==> src/afe_cfg.svh <==
// Purpose: Offsets, field positions, reset values for the AFE output, offset and gain registers.
// Assumes: Register indices are 6-bit addresses on the plain register port.
// Notes:   Definitions only.
`ifndef AFE_CFG_SVH
`define AFE_CFG_SVH

`define AFE_ADDR_W        6
`define AFE_SETUP4_ADDR   6'h05
`define AFE_COARSE_ADDR   6'h06
`define AFE_REV_ADDR      6'h07
`define AFE_DAC_BASE      4'h8
`define AFE_PGA_BASE      4'hA
`define AFE_SETUP4_RST    8'h00
`define AFE_SETUP4_MASK   8'hC0
`define AFE_COARSE_RST    8'h1B
`define AFE_COARSE_MASK   8'h7F
`define AFE_DAC_RST       8'h80
`define AFE_PGA_RST       6'h00
// Arbitrary neutral revision value.
`define AFE_REV_VALUE     8'h52
`define AFE_MUX_BIT       6
`define AFE_INV_BIT       7
`define AFE_HIZ_BIT       4
`define AFE_NCHAN         3

`endif

==> src/afe_pkg.sv <==
// Purpose: Types shared by the AFE register bank files.
// Assumes: None.
// Notes:   Constants live in afe_cfg.svh.
`default_nettype none
package afe_pkg;
    typedef enum logic [1:0] {
        AFE_SIG_BIPOLAR_A = 2'h0,
        AFE_SIG_BIPOLAR_B = 2'h1,
        AFE_SIG_NEGATIVE  = 2'h2,
        AFE_SIG_RESERVED  = 2'h3
    } afe_sig_e;
    typedef enum logic [1:0] {
        AFE_PH_LOW  = 2'b01,
        AFE_PH_HIGH = 2'b10
    } afe_phase_e;
    typedef logic [11:0] afe_code_t;
endpackage
`default_nettype wire

==> src/afe_fmt_if.sv <==
// Purpose: Carries output-format controls and the sample path into the formatter.
// Assumes: One clock.
// Notes:   None.
`default_nettype none
interface afe_fmt_if;
    import afe_pkg::*;
    logic      mux_sel;
    logic      invert;
    logic      in_valid;
    afe_code_t in_code;
    modport ctl (output mux_sel, output invert, output in_valid, output in_code);
    modport fmt (input mux_sel, input invert, input in_valid, input in_code);
endinterface
`default_nettype wire

==> src/afe_out_fmt.sv <==
// Purpose: Inverts and formats each conversion result onto the data bus.
// Assumes: A new sample comes no faster than every second cycle in multiplexed mode.
// Notes:   Multiplexed mode sends the high eight bits first, then the low four bits.
`default_nettype none
module afe_out_fmt
    import afe_pkg::*;
(
    input  wire logic  i_clk,
    input  wire logic  i_sys_rst,
    afe_fmt_if.fmt     f,
    output logic [11:0] o_data,
    output logic        o_data_valid,
    output logic        o_high_phase
);
    typedef struct packed {
        logic [11:0] data;
        logic        valid;
        afe_phase_e  phase;
        logic [3:0]  low_nib;
        logic        pend;
    } afe_fmt_s;

    afe_fmt_s st;
    afe_fmt_s next_st;
    afe_code_t cooked;

    always_comb begin
        cooked = f.invert ? ~f.in_code : f.in_code;
        next_st = st;
        next_st.valid = 1'b0;
        if (f.mux_sel && st.pend) begin
            next_st.data  = {4'h0, st.low_nib, 4'h0};
            next_st.valid = 1'b1;
            next_st.phase = AFE_PH_LOW;
            next_st.pend  = 1'b0;
        end else if (f.in_valid) begin
            next_st.valid = 1'b1;
            if (f.mux_sel) begin
                next_st.data    = {4'h0, cooked[11:4]};
                next_st.phase   = AFE_PH_HIGH;
                next_st.low_nib = cooked[3:0];
                next_st.pend    = 1'b1;
            end else begin
                next_st.data  = cooked;
                next_st.phase = AFE_PH_LOW;
            end
        end
    end

    always_ff @(posedge i_clk or posedge i_sys_rst) begin
        if (i_sys_rst) begin
            st <= '{data: 12'h000, valid: 1'b0, phase: AFE_PH_LOW, low_nib: 4'h0, pend: 1'b0};
        end else begin
            st <= next_st;
        end
    end

    assign o_data       = st.data;
    assign o_data_valid = st.valid;
    assign o_high_phase = (st.phase == AFE_PH_HIGH);

    parallel_word_a: assert property (@(posedge i_clk) disable iff (i_sys_rst)
        (f.in_valid && !f.mux_sel && !st.pend) |=> (o_data_valid
        && o_data == ($past(f.invert) ? ~$past(f.in_code) : $past(f.in_code))))
        else $error("Parallel word mismatch.");
    mux_second_a: assert property (@(posedge i_clk) disable iff (i_sys_rst)
        (f.in_valid && f.mux_sel && !st.pend) |=> o_high_phase ##1 (o_data_valid
        && !o_high_phase))
        else $error("Multiplexed low half missing.");
    invert_path_a: assert property (@(posedge i_clk) disable iff (i_sys_rst)
        (f.in_valid && f.invert && !f.mux_sel && !st.pend) |=>
        (o_data == ~$past(f.in_code)))
        else $error("Inversion not applied.");
    mux_cov_c: cover property (@(posedge i_clk) disable iff (i_sys_rst)
        f.in_valid && f.mux_sel ##2 o_data_valid);
    inv_cov_c: cover property (@(posedge i_clk) disable iff (i_sys_rst)
        f.in_valid && f.invert);
endmodule
`default_nettype wire

==> src/afe_chan_bank.sv <==
// Purpose: Per-channel offset DAC and gain codes.
// Assumes: Channel index three is unmapped.
// Notes:   Storage is one flop bank per channel.
`default_nettype none
`include "afe_cfg.svh"
module afe_chan_bank
    import afe_pkg::*;
(
    input  wire logic        i_clk,
    input  wire logic        i_sys_rst,
    input  wire logic        i_wr_dac,
    input  wire logic        i_wr_pga,
    input  wire logic [1:0]  i_chan,
    input  wire logic [7:0]  i_wdata,
    output logic [23:0]      o_dac,
    output logic [17:0]      o_pga
);
    typedef struct packed {
        logic [2:0][7:0] dac;
        logic [2:0][5:0] pga;
    } afe_bank_s;

    afe_bank_s st;
    afe_bank_s next_st;

    always_comb begin
        next_st = st;
        for (int c = 0; c < `AFE_NCHAN; c++) begin
            if (i_wr_dac && i_chan == 2'(c)) next_st.dac[c] = i_wdata;
            if (i_wr_pga && i_chan == 2'(c)) next_st.pga[c] = i_wdata[5:0];
        end
    end

    always_ff @(posedge i_clk or posedge i_sys_rst) begin
        if (i_sys_rst) begin
            st <= '{dac: {3{`AFE_DAC_RST}}, pga: {3{`AFE_PGA_RST}}};
        end else begin
            st <= next_st;
        end
    end

    assign o_dac = st.dac;
    assign o_pga = st.pga;

    dac_write_a: assert property (@(posedge i_clk) disable iff (i_sys_rst)
        (i_wr_dac && i_chan == 2'd1) |=> (o_dac[15:8] == $past(i_wdata)))
        else $error("Offset code not stored.");
    pga_write_a: assert property (@(posedge i_clk) disable iff (i_sys_rst)
        (i_wr_pga && i_chan == 2'd2) |=> (o_pga[17:12] == $past(i_wdata[5:0])))
        else $error("Gain code not stored.");
endmodule
`default_nettype wire

==> src/afe_output_offset_gain_regs.sv <==
// Purpose: Output format, reference DAC, signal type, revision and channel trim registers.
// Assumes: Plain register port; read data valid one cycle after the read strobe.
// Notes:   Analogue blocks take the codes from the outputs below.
// ****************************************************************************
// Overview of operation
// - Output-mux bit 6 picks a 12-bit parallel word when 0 or two 8-bit transfers when 1.
// - Output-invert bit 7 digitally inverts every output code when set.
// - The low four bits of the coarse-offset register drive the reference DAC, reset 1011.
// - Bit 4 of the coarse-offset register, reset 1, powers down and floats the reference DAC.
// - Bits 6 and 5 select bipolar video for codes 00 and 01 and negative video for 10.
// - Address 000111 is a read-only 8-bit register giving a character for the revision.
// - Address group 1000xy holds one 8-bit offset DAC code per colour channel.
// - Offset code 00 is -200mV, FF is +200mV and reset code 80 is about zero.
// - Address group 1010xy holds one 6-bit gain code per channel, reset zero.
// ****************************************************************************
`default_nettype none
`include "afe_cfg.svh"
module afe_output_offset_gain_regs
    import afe_pkg::*;
(
    input  wire logic        i_clk,
    input  wire logic        i_sys_rst,
    input  wire logic [5:0]  i_addr,
    input  wire logic [7:0]  i_wdata,
    input  wire logic        i_wr,
    input  wire logic        i_rd,
    output logic [7:0]       o_rdata,
    input  wire logic        i_adc_valid,
    input  wire logic [11:0] i_adc_code,
    output logic [11:0]      o_data,
    output logic             o_data_valid,
    output logic             o_high_phase,
    output logic [3:0]       o_ref_level_code,
    output logic             o_ref_level_pin_oe,
    output logic             o_ref_dac_power,
    output logic [1:0]       o_adc_input_signal_type,
    output logic             o_negative_video,
    output logic [23:0]      o_offset_dac,
    output logic [17:0]      o_gain
);
    // ************************************************************************
    // Register state
    // ************************************************************************
    typedef struct packed {
        logic [7:0] setup4;
        logic [7:0] coarse;
        logic [7:0] rdata;
    } afe_regs_s;

    afe_regs_s st;
    afe_regs_s next_st;
    logic      dac_hit;
    logic      pga_hit;
    logic [23:0] dac_all;
    logic [17:0] pga_all;
    logic [7:0]  rd_mux;

    assign dac_hit = (i_addr[5:2] == `AFE_DAC_BASE);
    assign pga_hit = (i_addr[5:2] == `AFE_PGA_BASE);

    always_comb begin
        rd_mux = 8'h00;
        if (i_addr == `AFE_SETUP4_ADDR) begin
            rd_mux = st.setup4;
        end else if (i_addr == `AFE_COARSE_ADDR) begin
            rd_mux = st.coarse;
        end else if (i_addr == `AFE_REV_ADDR) begin
            rd_mux = `AFE_REV_VALUE;
        end else if (dac_hit && i_addr[1:0] != 2'h3) begin
            rd_mux = dac_all[8*i_addr[1:0] +: 8];
        end else if (pga_hit && i_addr[1:0] != 2'h3) begin
            rd_mux = {2'b00, pga_all[6*i_addr[1:0] +: 6]};
        end
    end

    always_comb begin
        next_st = st;
        next_st.rdata = i_rd ? rd_mux : 8'h00;
        if (i_wr && i_addr == `AFE_SETUP4_ADDR) begin
            next_st.setup4 = i_wdata & `AFE_SETUP4_MASK;
        end
        // Writes to the revision address are ignored so the value stays fixed.
        if (i_wr && i_addr == `AFE_COARSE_ADDR) begin
            next_st.coarse = i_wdata & `AFE_COARSE_MASK;
        end
    end

    always_ff @(posedge i_clk or posedge i_sys_rst) begin
        if (i_sys_rst) begin
            st <= '{setup4: `AFE_SETUP4_RST, coarse: `AFE_COARSE_RST, rdata: 8'h00};
        end else begin
            st <= next_st;
        end
    end

    assign o_rdata = st.rdata;

    // ************************************************************************
    // Reference DAC and converter input
    // ************************************************************************
    assign o_ref_level_code   = st.coarse[3:0];
    // The pin is left floating when the DAC is powered down so a board can drive it.
    assign o_ref_level_pin_oe = ~st.coarse[`AFE_HIZ_BIT];
    assign o_ref_dac_power    = ~st.coarse[`AFE_HIZ_BIT];
    assign o_adc_input_signal_type = st.coarse[6:5];
    // Code 11 is reserved; it is decoded as bipolar to stay harmless.
    assign o_negative_video = (afe_sig_e'(st.coarse[6:5]) == AFE_SIG_NEGATIVE);

    // ************************************************************************
    // Channel trims and output formatter
    // ************************************************************************
    afe_chan_bank u_bank (
        .i_clk     (i_clk),
        .i_sys_rst (i_sys_rst),
        .i_wr_dac  (i_wr && dac_hit),
        .i_wr_pga  (i_wr && pga_hit),
        .i_chan    (i_addr[1:0]),
        .i_wdata   (i_wdata),
        .o_dac     (dac_all),
        .o_pga     (pga_all)
    );
    assign o_offset_dac = dac_all;
    assign o_gain       = pga_all;

    afe_fmt_if fif ();
    assign fif.mux_sel  = st.setup4[`AFE_MUX_BIT];
    assign fif.invert   = st.setup4[`AFE_INV_BIT];
    assign fif.in_valid = i_adc_valid;
    assign fif.in_code  = i_adc_code;

    afe_out_fmt u_fmt (
        .i_clk        (i_clk),
        .i_sys_rst    (i_sys_rst),
        .f            (fif),
        .o_data       (o_data),
        .o_data_valid (o_data_valid),
        .o_high_phase (o_high_phase)
    );

    // ************************************************************************
    // Checks
    // ************************************************************************
    rev_read_a: assert property (@(posedge i_clk) disable iff (i_sys_rst)
        (i_rd && i_addr == `AFE_REV_ADDR) |=> (o_rdata == `AFE_REV_VALUE))
        else $error("Revision read wrong.");
    ref_code_a: assert property (@(posedge i_clk) disable iff (i_sys_rst)
        (i_wr && i_addr == `AFE_COARSE_ADDR) |=> (o_ref_level_code == $past(i_wdata[3:0])))
        else $error("Reference code not applied.");
    ref_hiz_a: assert property (@(posedge i_clk) disable iff (i_sys_rst)
        (i_wr && i_addr == `AFE_COARSE_ADDR) |=> (o_ref_level_pin_oe == !$past(i_wdata[4])))
        else $error("Reference drive wrong.");
    sig_type_a: assert property (@(posedge i_clk) disable iff (i_sys_rst)
        (i_wr && i_addr == `AFE_COARSE_ADDR && i_wdata[6:5] == 2'b10) |=> o_negative_video)
        else $error("Negative video not selected.");
    dac_read_a: assert property (@(posedge i_clk) disable iff (i_sys_rst)
        (i_rd && i_addr == 6'h20) |=> (o_rdata == $past(o_offset_dac[7:0])))
        else $error("Offset readback wrong.");
    gain_read_a: assert property (@(posedge i_clk) disable iff (i_sys_rst)
        (i_rd && i_addr == 6'h29) |=> (o_rdata == {2'b00, $past(o_gain[11:6])}))
        else $error("Gain readback wrong.");
    rev_cov_c: cover property (@(posedge i_clk) disable iff (i_sys_rst)
        i_rd && i_addr == `AFE_REV_ADDR);
    ext_cov_c: cover property (@(posedge i_clk) disable iff (i_sys_rst)
        o_ref_level_pin_oe);
endmodule
`default_nettype wire

==> config.mk <==
export PLATFORM = sky130hd
export DESIGN_NAME = afe_output_offset_gain_regs
export DESIGN_NICKNAME = d
export VERILOG_FILES = /design/src/afe_pkg.sv /design/src/afe_fmt_if.sv /design/src/afe_out_fmt.sv /design/src/afe_chan_bank.sv /design/src/afe_output_offset_gain_regs.sv
export VERILOG_INCLUDE_DIRS = /design/src
export SDC_FILE = /design/constraint.sdc
export NUM_CORES = 1
export LEC_CHECK = 0
export BUFFER_PORTS_ARGS = -buffer_cell sky130_fd_sc_hd__buf_2
export CORE_MARGIN = 2
export CORE_UTILIZATION = 48
export CTS_CLUSTER_DIAMETER = 200
export CTS_CLUSTER_SIZE = 24
export DETAILED_ROUTE_END_ITERATION = 10
export PLACE_DENSITY_LB_ADDON = 0.25
export SYNTH_ARGS = -nofsm -noshare
export SYNTH_HDL_FRONTEND = slang
export SYNTH_SLANG_ARGS = --single-unit
==> constraint.sdc <==
create_clock -name i_clk -period 2.14 [get_ports i_clk]
set_input_delay 0.107 -clock i_clk [delete_from_list [all_inputs] [get_ports i_clk]]
set_output_delay 0.107 -clock i_clk [all_outputs]
set_load 0.005 [all_outputs]
== Yosys cells after proc, flatten, opt, wreduce, memory -nomap -nowiden ==
Cells that the tools add are included.

* Add/sub/neg operators: 0
* Multipliers: 1
* Div/mod/pow operators: 0
* Magnitude comparators: 0
* Equal/unequal tests: 10
* Shift operators: 2
* Mux-type cells: 13
* Bitwise logic cells: 3
* Reductions and logical operators: 18

{| class="wikitable"
|+ Operator list
! operator !! count
|-
| $mux 8 || 5
|-
| $mux 12 || 2
|-
| $shiftx 24x6->8 || 1
|-
| $mux 20 || 1
|-
| $eq 6x3->1 const B || 3
|-
| $shiftx 18x6->6 || 1
|-
| $mux 15 || 1
|-
| $logic_and 1x1->1 || 13
|-
| $not 12->12 || 1
|-
| $eq 4x4->1 const B || 2
|-
| $eq 2x2->1 const B || 3
|-
| $mux 6 || 1
|-
| $mux 5 || 1
|-
| $mul 2x2->4 const A || 1
|-
| $reduce_bool 2->1 || 2
|-
| $reduce_and 3->1 || 1
|-
| $eq 2x1->1 const B || 1
|-
| $logic_not 2->1 || 1
|-
| $mux 2 || 1
|-
| $ne 2x2->1 const B || 1
|-
| $not 1->1 || 2
|-
| $reduce_and 2->1 || 1
|-
| $mux 1 || 1
|}

* Bits in registers: 79
* Latch bits: 0
* RAM bits: 0
* Memory bits (read-only): 0
* Bits of input ports: 31
* Output and inout port bits: 73
* Memories kept: 0

== Depth between registers and ports, before layout ==
Gate-level depths: netlist of run 1.

* Word-level depth: 8
* Gate-level depth with buffers: 6
* Depth with buffers taken out: 4

== Cells and area by module ==
Synthesis of run 1 repeated with hierarchy kept, for this count alone.

* Cells, all modules: 336
* Area, all modules: 4,082.7 um^2

{| class="wikitable"
|+ By module, submodules not included
! module !! instances !! cells an instance !! area each (um^2) !! seq. area each (um^2)
|-
| afe_chan_bank || 1 || 93 || 1,625.3 || 1,054.8
|-
| afe_output_offset_gain_regs || 1 || 135 || 1,282.5 || 430.4
|-
| afe_out_fmt || 1 || 108 || 1,174.9 || 501.7
|}

== Worst setup path after synthesis of run 1 ==
No wires, ideal clock.

* Kind: flip-flop to flip-flop
* Start point: register st (netlist bit fif.mux_sel)
* End point: register u_fmt.st (netlist bit u_fmt.o_data[0])
* Setup time: 72 ps
* Arrival: 1,307 ps
* Data required time: 2,068 ps
* Path slack: 761 ps
* Stages on the path, launching flop included: 7
* Path buffers: 2
* Path through: dfrtp_1 clkbuf_1 buf_2 mux2i_1 xnor2_1 mux2i_1 nor2_1

* Longest elaborated chain between the ends: 3
* Elaborated cells on any way between the ends: 5
* Classes of those cells: mux (3); reduce/logical (2)

{| class="wikitable"
|+ RTL lines
! what !! line !! RTL
|-
| start: declaration || afe_output_offset_gain_regs.sv:50 || <nowiki>afe_regs_s st;</nowiki>
|-
| start signal: assignment || afe_output_offset_gain_regs.sv:90 || <nowiki>st <= '{setup4: `AFE_SETUP4_RST, coarse: `AFE_COARSE_RST, rdata: 8'h00};</nowiki>
|-
| start signal: assignment || afe_output_offset_gain_regs.sv:92 || <nowiki>st <= next_st;</nowiki>
|-
| $mux 12 || afe_out_fmt.sv:38 || <nowiki>if (f.mux_sel) begin</nowiki>
|-
| $mux 20 || afe_out_fmt.sv:36 || <nowiki>end else if (f.in_valid) begin</nowiki>
|-
| $mux 15 || afe_out_fmt.sv:31 || <nowiki>if (f.mux_sel && st.pend) begin</nowiki>
|-
| end signal: assignment || afe_out_fmt.sv:52 || <nowiki>st <= '{data: 12'h000, valid: 1'b0, phase: AFE_PH_LOW, low_nib: 4'h0, pend: 1'b0};</nowiki>
|-
| end signal: assignment || afe_out_fmt.sv:54 || <nowiki>st <= next_st;</nowiki>
|-
| end: declaration || afe_out_fmt.sv:23 || <nowiki>afe_fmt_s st;</nowiki>
|}

Parallel ways exist; a longest one is shown, timed or not. The select of a mux whose other input is x is not followed.
A chain may end at the register's enable or synchronous reset.

== Worst setup path in the final report of run 1 ==
* Start point: register st (netlist bit fif.mux_sel)
* End point: register u_fmt.st[5] (netlist name)

* Longest elaborated chain between the ends: 3
* Elaborated cells on any way between the ends: 5
* Classes of those cells: mux (3); reduce/logical (2)

{| class="wikitable"
|+ RTL lines
! what !! line
|-
| $mux 2 || afe_out_fmt.sv:38
|-
| $mux 20 || afe_out_fmt.sv:36
|-
| $mux 15 || afe_out_fmt.sv:31
|}

Parallel ways exist; a longest one is shown, timed or not. The select of a mux whose other input is x is not followed.

==> results of run 1 <==
-- per-layer routing --
metal,share of wire,up-vias
met3,0.058,8
li1,-,1308
met2,0.47,91
met5,0,-
met4,0.013,0
met1,0.46,1329
-- report_power, final --
| part | total [mW] | internal (mW) | leakage, nW | switching [mW] |
|---|---|---|---|---|
| sequential | 1.95 | 1.76 | 1.01 | 0.192 |
| clock | 1.43 | 0.892 | 0.126 | 0.536 |
| combinational | 0.784 | 0.421 | 1.18 | 0.363 |
| total | 4.17 | 3.07 | 2.32 | 1.09 |
-- placed cells by master, fill, tap and decap left out, types with 4 or more instances in the layout --
| master | n |
|---|---|
| buf_2 | 103 |
| dfrtp_1 | 71 |
| mux2_2 | 51 |
| mux2i_1 | 30 |
| nand2_1 | 22 |
| o21ai_0 | 22 |
| nor2_1 | 16 |
| xnor2_1 | 16 |
| o2bb2ai_1 | 9 |
| clkbuf_8 | 9 |
| dfstp_2 | 8 |
| and2_1 | 6 |
| inv_1 | 6 |
| buf_4 | 6 |
| a21oi_1 | 4 |
| a22oi_1 | 4 |
| bufinv_16 | 4 |
-- per-stage QoR --
stage	worst slack [ns]	hold slack [ns]	cell area, sq um
2_1_floorplan	0.0229	0.233	3970
3_3_place_gp	0.304	0.224	4410
3_5_place_dp	0.300	0.230	4410
4_1_cts	0.529	0.0369	4680
5_1_grt	0.358	0.0451	4680
6_report	0.532	0.0576	4680
-- registers in the layout, indices dropped and copies added (netlist names) --
name                     cells
o_rdata                      8
fif.invert                   1
u_bank.o_dac                24
st                           1
u_bank.o_pga                18
u_fmt.o_data                12
o_ref_level_code             4
u_fmt.o_data_valid           1
u_fmt.st                     7
o_adc_input_signal_type      2
fif.mux_sel                  1
-- cell families after synthesis --
logic type / Yosys count / synth area share
AOI/OAI and AO/OA: 50 / 0.0865
xor gates and xnor gates: 16 / 0.0353
buffers and inverters: 46 / 0.0742
DFF: 79 / 0.501
muxes: 81 / 0.221
and+or+nand+nor: 62 / 0.0824
-- cell type report --
cell class | count | area share
clock buffer | 10 | 0.0273
tap | 105 | 0.0281
clock inverter | 6 | 0.0283
inverter | 7 | 0.00561
sequential | 79 | 0.425
timing repair buffer | 111 | 0.126
multi-input combinational | 209 | 0.360
-- critical path: cells and delay by family, from the launching register on --
family                 cells  cell delay [ns]
and+or+nand+nor            2             0.65
AOI/OAI and AO/OA          1             0.18
DFF                        1             0.61
buffers and inverters      1             0.10
-- worst paths after layout --
path / from / end / cells after the start
setup / recovery: fif.mux_sel / u_fmt.st[5] / 4
hold / removal: i_rd / o_rdata[6] / 3
setup reg to reg: fif.mux_sel / u_fmt.st[5] / 4
hold reg to reg: u_fmt.o_data[9] / u_fmt.o_data[9] / 2
max in group asynchronous: i_sys_rst / o_ref_level_code[0] / 4
min in group asynchronous: i_sys_rst / u_bank.o_dac[4] / 3
-- repair_timing --
action	in CTS	in global routing
resized for setup	0	0
endpoints found under the hold margin	23	0
hold buffers	1	0
==> results.yml, run 1 <==
power:
  power_density_nw_per_um2: 890
  power_mw: 4.17
  power_leakage_nw: 2.32
  peakVddDrop_mv: 0.463
die:
  initial_core_util: 0.490
  fp.dieH_um: 94.9
  die_area_sq_um: 9000
  row_count: 33
  die_x_um: 94.9
  coreArea_sq_um: 8090
  io_pins: 104
layout:
  drive_gt1_frac: 0.462
  nFillCells: 729
  register_area_sq_um: 1990
  syn_to_final_growth_pct: 18.0
  antenna_cells: 0
  multiInputGateArea_sq_um: 1680
  final_util: 0.578
  final_cells: 527
  fin_nets: 448
synthesis:
  yosys.area.top_type: "dfrtp_1"
  async_flop_share: 1.00
  synth_top_area_frac: 0.448
  synth_seq_cells: 79
  netlist_instances: 334
  synth_warnings: 0
  avgSynthCellArea_sq_um: 11.9
  ys_types: 34
  syn_area_sq_um: 3970
  synth_nets: 365
  ys.flop_type: "dfrtp_1"
  seq_area_frac_synth: 0.501
  synth_edf_count: 0
  synth_commonest_cells: "dfrtp_1, mux2_2, mux2i_1, buf_4"
  yosysMostFrequentCell: "dfrtp_1"
  yosys-top-cells-area: "dfrtp_1, mux2_2, mux2i_1"
clock_network:
  postCtsSetupRepairBufs: 0
  cts_root_buf: "clkbuf_8"
  clock_latency_ns: 0.34
  htreeDepth: 3
  clk_pin_slew_ns: 0.08
  cts_buffers: 9
  clock_sinks: 79
  cts_buffer_depth: 2
  cts_tree: "done"
setup_path:
  worst_path_largest_cell_delay_ns: 0.61
  criticalPathCategory: "reg2reg"
  start_kind: "register"
  crit_chain: "and2_1, nor2_1, inv_1, o21a_1"
  arrival_ns: 1.89
  crit_fanout: 15
  cp_slowest_cell: "dfrtp_1"
  regToRegSetupSlack_ns: 0.53
  end_kind: "register"
  critPathRequiredTime_ns: 2.42
grt:
  grtUsageMet1: 0.287
  grt_pass1_wl_mm: 14.1
  use_met2: 0.326
  first_global_vias: 2731
  antenna_found_initial: 0
  use_met3: 0.0431
  grt_overflow_total: 0
  grt_max_degree: 52
  grt.total_usage: 0.209
  busiest_layer: "met2"
timing:
  fmax_mhz: 622
  period_minus_slack_ns: 1.61
  slew_violations: 0
  rsz0062_at_grt: "false"
  finalSetupTns_ns: 0
  max_slew.worst_pin.slew_ns: 0.865
  finalHoldViolCount: 0
  setup_viol: 0
  clock_skew_ns: 0.00847
  layout_worst_path_cycle_share: 0.751
  slew_headroom: 0.423
status:
  status: "finished clean"
drt:
  detail_route.wl_per_cell_um: 17.0
  ant_nets: 0
  drcViolationCount: 0
  viasPerCell: 5.19
  wirelength_mm: 8.98
  firstDrtPassIters: 4
  drtIter0Drc: 74
  dr_total_vias: 2736
placement:
  place_congestion: 0.812
  port_buffers: 103
  place_hpwl_mm: 6.50
  place_inst: 510
job:
  cap_violations: 0
min_path:
  hold_class: "in2reg"
Power figures use the tool's default switching activity.
==> inputs of run 2 (changes only) <==
--- a/config.mk
+++ b/config.mk
@@ -8,7 +8,7 @@
 export LEC_CHECK = 0
 export BUFFER_PORTS_ARGS = -buffer_cell sky130_fd_sc_hd__buf_2
 export CORE_MARGIN = 2
-export CORE_UTILIZATION = 48
+export CORE_UTILIZATION = 53
 export CTS_CLUSTER_DIAMETER = 200
 export CTS_CLUSTER_SIZE = 24
 export DETAILED_ROUTE_END_ITERATION = 10
==> constraint.sdc (replaced) <==
create_clock -name i_clk -period 1.5 [get_ports i_clk]
set_input_delay 0.075 -clock i_clk [delete_from_list [all_inputs] [get_ports i_clk]]
set_output_delay 0.075 -clock i_clk [all_outputs]
set_load 0.005 [all_outputs]
==> results.yml, run 2 (synthesis results as in run 1) <==
drt:
  dr_total_vias: 2836
  viasPerCell: 5.28
  drtIter0Drc: 93
  drcViolationCount: 0
  detail_route.wl_per_cell_um: 16.7
  ant_nets: 0
  wirelength_mm: 8.97
  firstDrtPassIters: 4
placement:
  place_inst: 517
  place_congestion: 0.853
  port_buffers: 103
  place_hpwl_mm: 6.49
setup_path:
  cp_slowest_cell: "dfrtp_1"
  end_kind: "register"
  criticalPathCategory: "reg2reg"
  worst_path_largest_cell_delay_ns: 0.41
  path_buf_inv: 1
  cpLargestDelayFamily: "flip-flops"
  crit_chain: "buf_4, mux2i_1, xnor2_1, mux2i_1, a21oi_1"
  regToRegSetupSlack_ns: 0.16
  arrival_ns: 1.62
  critPathRequiredTime_ns: 1.79
  start_kind: "register"
  crit_fanout: 11
  crit_top_cell: "mux2i_1"
clock_network:
  postCtsSetupRepairBufs: 0
  cts_tree: "done"
  htreeDepth: 3
  cts_root_buf: "clkbuf_8"
  clock_latency_ns: 0.36
  cts_buffer_depth: 2
  clock_sinks: 79
  cts_buffers: 9
  clk_pin_slew_ns: 0.08
layout:
  final_cells: 537
  syn_to_final_growth_pct: 21.1
  fin_nets: 463
  final_cell_mix: "buf_2, dfrtp_1, mux2_2, mux2i_1"
  drive_gt1_frac: 0.478
  final_util: 0.662
  final_common_cell: "buf_2"
  largest_reg_flops: 24
timing:
  finalSetupTns_ns: 0
  setup_viol: 0
  finalHoldViolCount: 0
  rsz0062_at_grt: "false"
  slew_headroom: 0.682
  period_minus_slack_ns: 1.34
  slew_violations: 0
  clock_skew_ns: 0.00848
  max_slew.worst_pin.slew_ns: 0.475
  fmax_mhz: 747
  layout_worst_path_cycle_share: 0.893
die:
  initial_core_util: 0.547
  fp.dieH_um: 90.5
  row_count: 31
  die_area_sq_um: 8190
  die_x_um: 90.5
  io_pins: 104
  coreArea_sq_um: 7250
job:
  cap_violations: 0
grt:
  antenna_found_initial: 1
  grt.total_usage: 0.232
  first_global_vias: 2967
  grt_max_degree: 80
  grt_overflow_total: 0
  grt_pass1_wl_mm: 14.8
power:
  peakVddDrop_mv: 0.648
  power_density_nw_per_um2: 1190
  power_leakage_nw: 2.39
  power_mw: 5.73
min_path:
  hold_class: "in2reg"
status:
  status: "finished clean"
-- run 2: metal layers --
| metal | vias to the layer above | wire (um) | GRT usage |
|---|---|---|---|
| met2 | 96 | 4370 | 0.375 |
| met4 | 0 | 146 | 0.0859 |
| met5 | - | 0 | 0 |
| met1 | 1383 | 3930 | 0.303 |
| met3 | 14 | 524 | 0.0576 |
| li1 | 1343 | - | - |
-- run 2: worst paths after layout --
check / from / cells after the start / end
max: fif.mux_sel / 5 / u_fmt.o_data[6]
min: i_adc_code[8] / 3 / u_fmt.o_data[8]
max reg2reg: fif.mux_sel / 5 / u_fmt.o_data[6]
min reg2reg: u_fmt.st[1] / 2 / u_fmt.st[1]
max in group asynchronous: i_sys_rst / 4 / u_fmt.st[5]
min in group asynchronous: i_sys_rst / 4 / u_bank.o_dac[12]
-- run 2: power breakdown --
part	internal [mW]	total (mW)	switching, mW	leakage [nW]
registers	2.51	2.75	0.240	1.01
clock network	0.991	1.80	0.810	0.117
logic	0.622	1.18	0.558	1.26
total	4.13	5.73	1.61	2.39
-- run 2: worst reg2reg max path, delay by kind of cell (launching register included) --
family / cells / cell delay (ns)
AOI/OAI and AO/OA: 1 / 0.14
xor gates and xnor gates: 1 / 0.15
buffers and inverters: 1 / 0.23
DFF: 1 / 0.41
muxes: 2 / 0.34
-- run 2: what timing repair did --
| item | 4_1_cts | 5_1_grt |
|---|---|---|
| endpoints found under the setup margin | 0 | 0 |
| gates resized for setup | 0 | 0 |
| endpoints found under the hold margin | 76 | 0 |
| hold buffers | 3 | 0 |
-- run 2: stage by stage --
step	hold WS (ns)	cell area (sq um)	setup slack [ns]
after floorplan	0.201	3970	0.121
after global placement	0.219	4540	-0.0839
after detailed placement	0.223	4540	-0.126
after CTS	0.0137	4800	0.129
after global routing	0.0262	4800	0.0253
final	0.0290	4800	0.161
-- run 2: layout make-up --
cell class                 count  area, sq um
multi-input combinational    209         1680
clock buffer                  10          138
clock inverter                 6         91.3
inverter                       7         30.0
tap                           99          124
sequential                    79         1990
fill                         606         2450
antenna                        1         2.50
timing repair buffer         126          746
==> inputs of run 3 (changes only) <==
--- a/config.mk
+++ b/config.mk
@@ -6,6 +6,7 @@
 export SDC_FILE = /design/constraint.sdc
 export NUM_CORES = 1
 export LEC_CHECK = 0
+export ABC_AREA = 1
 export BUFFER_PORTS_ARGS = -buffer_cell sky130_fd_sc_hd__buf_2
 export CORE_MARGIN = 2
 export CORE_UTILIZATION = 53
==> results.yml, run 3 <==
status:
  status: "finished clean"
drt:
  top_layer_used: "met4"
  detail_route.wl_per_cell_um: 14.8
  met3WireLength_um: 525
  firstDrtPassIters: 4
  viasPerCell: 5.01
  route.met2.wl_mm: 4.70
  dr_total_vias: 3309
  ant_nets: 0
  drcViolationCount: 0
  wirelength_mm: 9.76
  drtIter0Drc: 214
  wl_met1_mm: 4.30
timing:
  layout_worst_path_cycle_share: 0.852
  timing.hold.ws_ns: 0.0377
  clock_skew_ns: 0.00827
  finalHoldViolCount: 0
  rsz0062_at_grt: "false"
  slew_violations: 0
  finalSetupTns_ns: 0
  fmax_mhz: 783
  period_minus_slack_ns: 1.28
  slew_headroom: 0.719
  setup_viol: 0
  max_slew.worst_pin.slew_ns: 0.421
synthesis:
  synth_commonest_cells: "nand2_1, dfrtp_1, nand3_1, inv_1, o21ai_0"
  synth_nets: 507
  ys_types: 29
  yosys-top-cells-area: "dfrtp_1, nand2_1, buf_4"
  avgSynthCellArea_sq_um: 8.50
  synth_edf_count: 0
  seq_area_frac_synth: 0.491
  ys.flop_type: "dfrtp_1"
  netlist_instances: 476
  synth_seq_cells: 79
  synth_warnings: 0
  yosys.area.top_type: "dfrtp_1"
  syn_area_sq_um: 4050
  async_flop_share: 1.00
  yosysMostFrequentCell: "nand2_1"
  synth_top_area_frac: 0.439
die:
  fp.dieH_um: 91.4
  row_count: 31
  io_pins: 104
  die_area_sq_um: 8350
  coreArea_sq_um: 7330
  die_x_um: 91.4
  initial_core_util: 0.552
min_path:
  hold_class: "in2reg"
  holdPathStages: 3
clock_network:
  cts_buffer_depth: 2
  postCtsSetupRepairBufs: 0
  cts_buffers: 9
  htreeDepth: 3
  cts_tree: "done"
  clk_pin_slew_ns: 0.08
  clock_sinks: 79
  cts_root_buf: "clkbuf_8"
  clock_latency_ns: 0.35
layout:
  final_common_cell: "nand2_1"
  largest_reg_flops: 24
  drive_gt1_frac: 0.316
  final_cell_mix: "nand2_1, buf_2, dfrtp_1, nand3_1, inv_1"
  syn_to_final_growth_pct: 15.2
  fin_nets: 587
setup_path:
  r2r_end: "u_fmt.st[4]"
  end_kind: "register"
  path_buf_inv: 1
  criticalPathCategory: "reg2reg"
  reg2reg_depth: 6
  crit_chain: "nand2_1, inv_1, nor2_2, nand2_2, nand2_1, o21ai_0"
  cp.depth: 6
  start_kind: "register"
  startpoint: "u_fmt.st[0]"
  cpLargestDelayFamily: "simple AND/OR/NAND/NOR gates"
  regToRegSetupSlack_ns: 0.22
  crit_fanout: 11
  crit_top_cell: "nand2_1"
  crit_end: "u_fmt.st[4]"
  critPathRequiredTime_ns: 1.73
  worst_path_largest_cell_delay_ns: 0.39
  cp_slowest_cell: "dfrtp_1"
  arrival_ns: 1.51
  rr_startpoint: "u_fmt.st[0]"
grt:
  antenna_found_initial: 1
  grt_max_degree: 80
  grt_overflow_total: 0
  grt.total_usage: 0.253
  first_global_vias: 3346
  grt_pass1_wl_mm: 16.5
power:
  peakVddDrop_mv: 0.774
  power_density_nw_per_um2: 1200
  power_leakage_nw: 2.45
job:
  cap_violations: 0
placement:
  port_buffers: 103
  place_congestion: 0.942
  place_hpwl_mm: 7.17
## run 3: logic make-up after synthesis
| family | share of synthesized area |
|---|---|
| AND/OR/NAND/NOR | 0.255 |
| AO/OA/AOI/OAI | 0.104 |
| XOR/XNOR | 0.0260 |
| flip-flops | 0.491 |
| buffers and inverters | 0.123 |
## run 3: worst min path at each step
stage	start	endpoint	slack, ns
finish	i_adc_valid	u_fmt.o_data_valid	0.04
detailed placement	i_sys_rst	u_bank.o_dac[19]	0.22
floorplan	i_rd	o_rdata[6]	0.18
global placement	i_sys_rst	u_bank.o_dac[14]	0.22
global route	i_adc_valid	u_fmt.o_data_valid	0.05
CTS	i_adc_valid	u_fmt.o_data_valid	0.02
## run 3: per-layer routing
layer | global-route usage | up-vias
li1 | - | 1644
met1 | 0.341 | 1538
met2 | 0.414 | 106
met3 | 0.0365 | 21
met4 | 0.0985 | 0
met5 | 0 | -
## run 3: through the flow
step                instances  cell area (sq um)   util  worst slack, ns  total power, mW
detailed placement        642               4410  0.602            0.132             3.89
global placement          642               4410  0.602            0.191             3.85
floorplan                 476               4050      -            0.262             3.51
CTS                       660               4660  0.635            0.122             5.64
finish                    661               4660  0.636            0.223             5.61
global route              661               4660  0.636           0.0824             5.94
## run 3: power breakdown
group	internal, mW	switching [mW]
Combinational	0.493	0.627
Sequential	2.48	0.248
Clock	0.983	0.775
Total	3.96	1.65
## run 3: area by class of cell
cell class                      instances  area [sq um]
Antenna cell                            1          2.50
Clock inverter                          5          81.3
Timing Repair Buffer                  113           608
Sequential cell                        79          1990
Fill cell                             641          2670
Clock buffer                           11           141
Tap cell                               99           124
Multi-Input combinational cell        314          1560
Inverter                               39           155
## run 3: worst min-delay path, cell delays in order
cell    delay [ns]
buf_2         0.12
nor2_1        0.06
inv_1         0.09
## run 3: what timing repair did
action	in CTS	in global routing
endpoints found under the setup margin	0	4
hold endpoints to repair	72	0
hold buffers	2	0
gates resized for setup	0	1
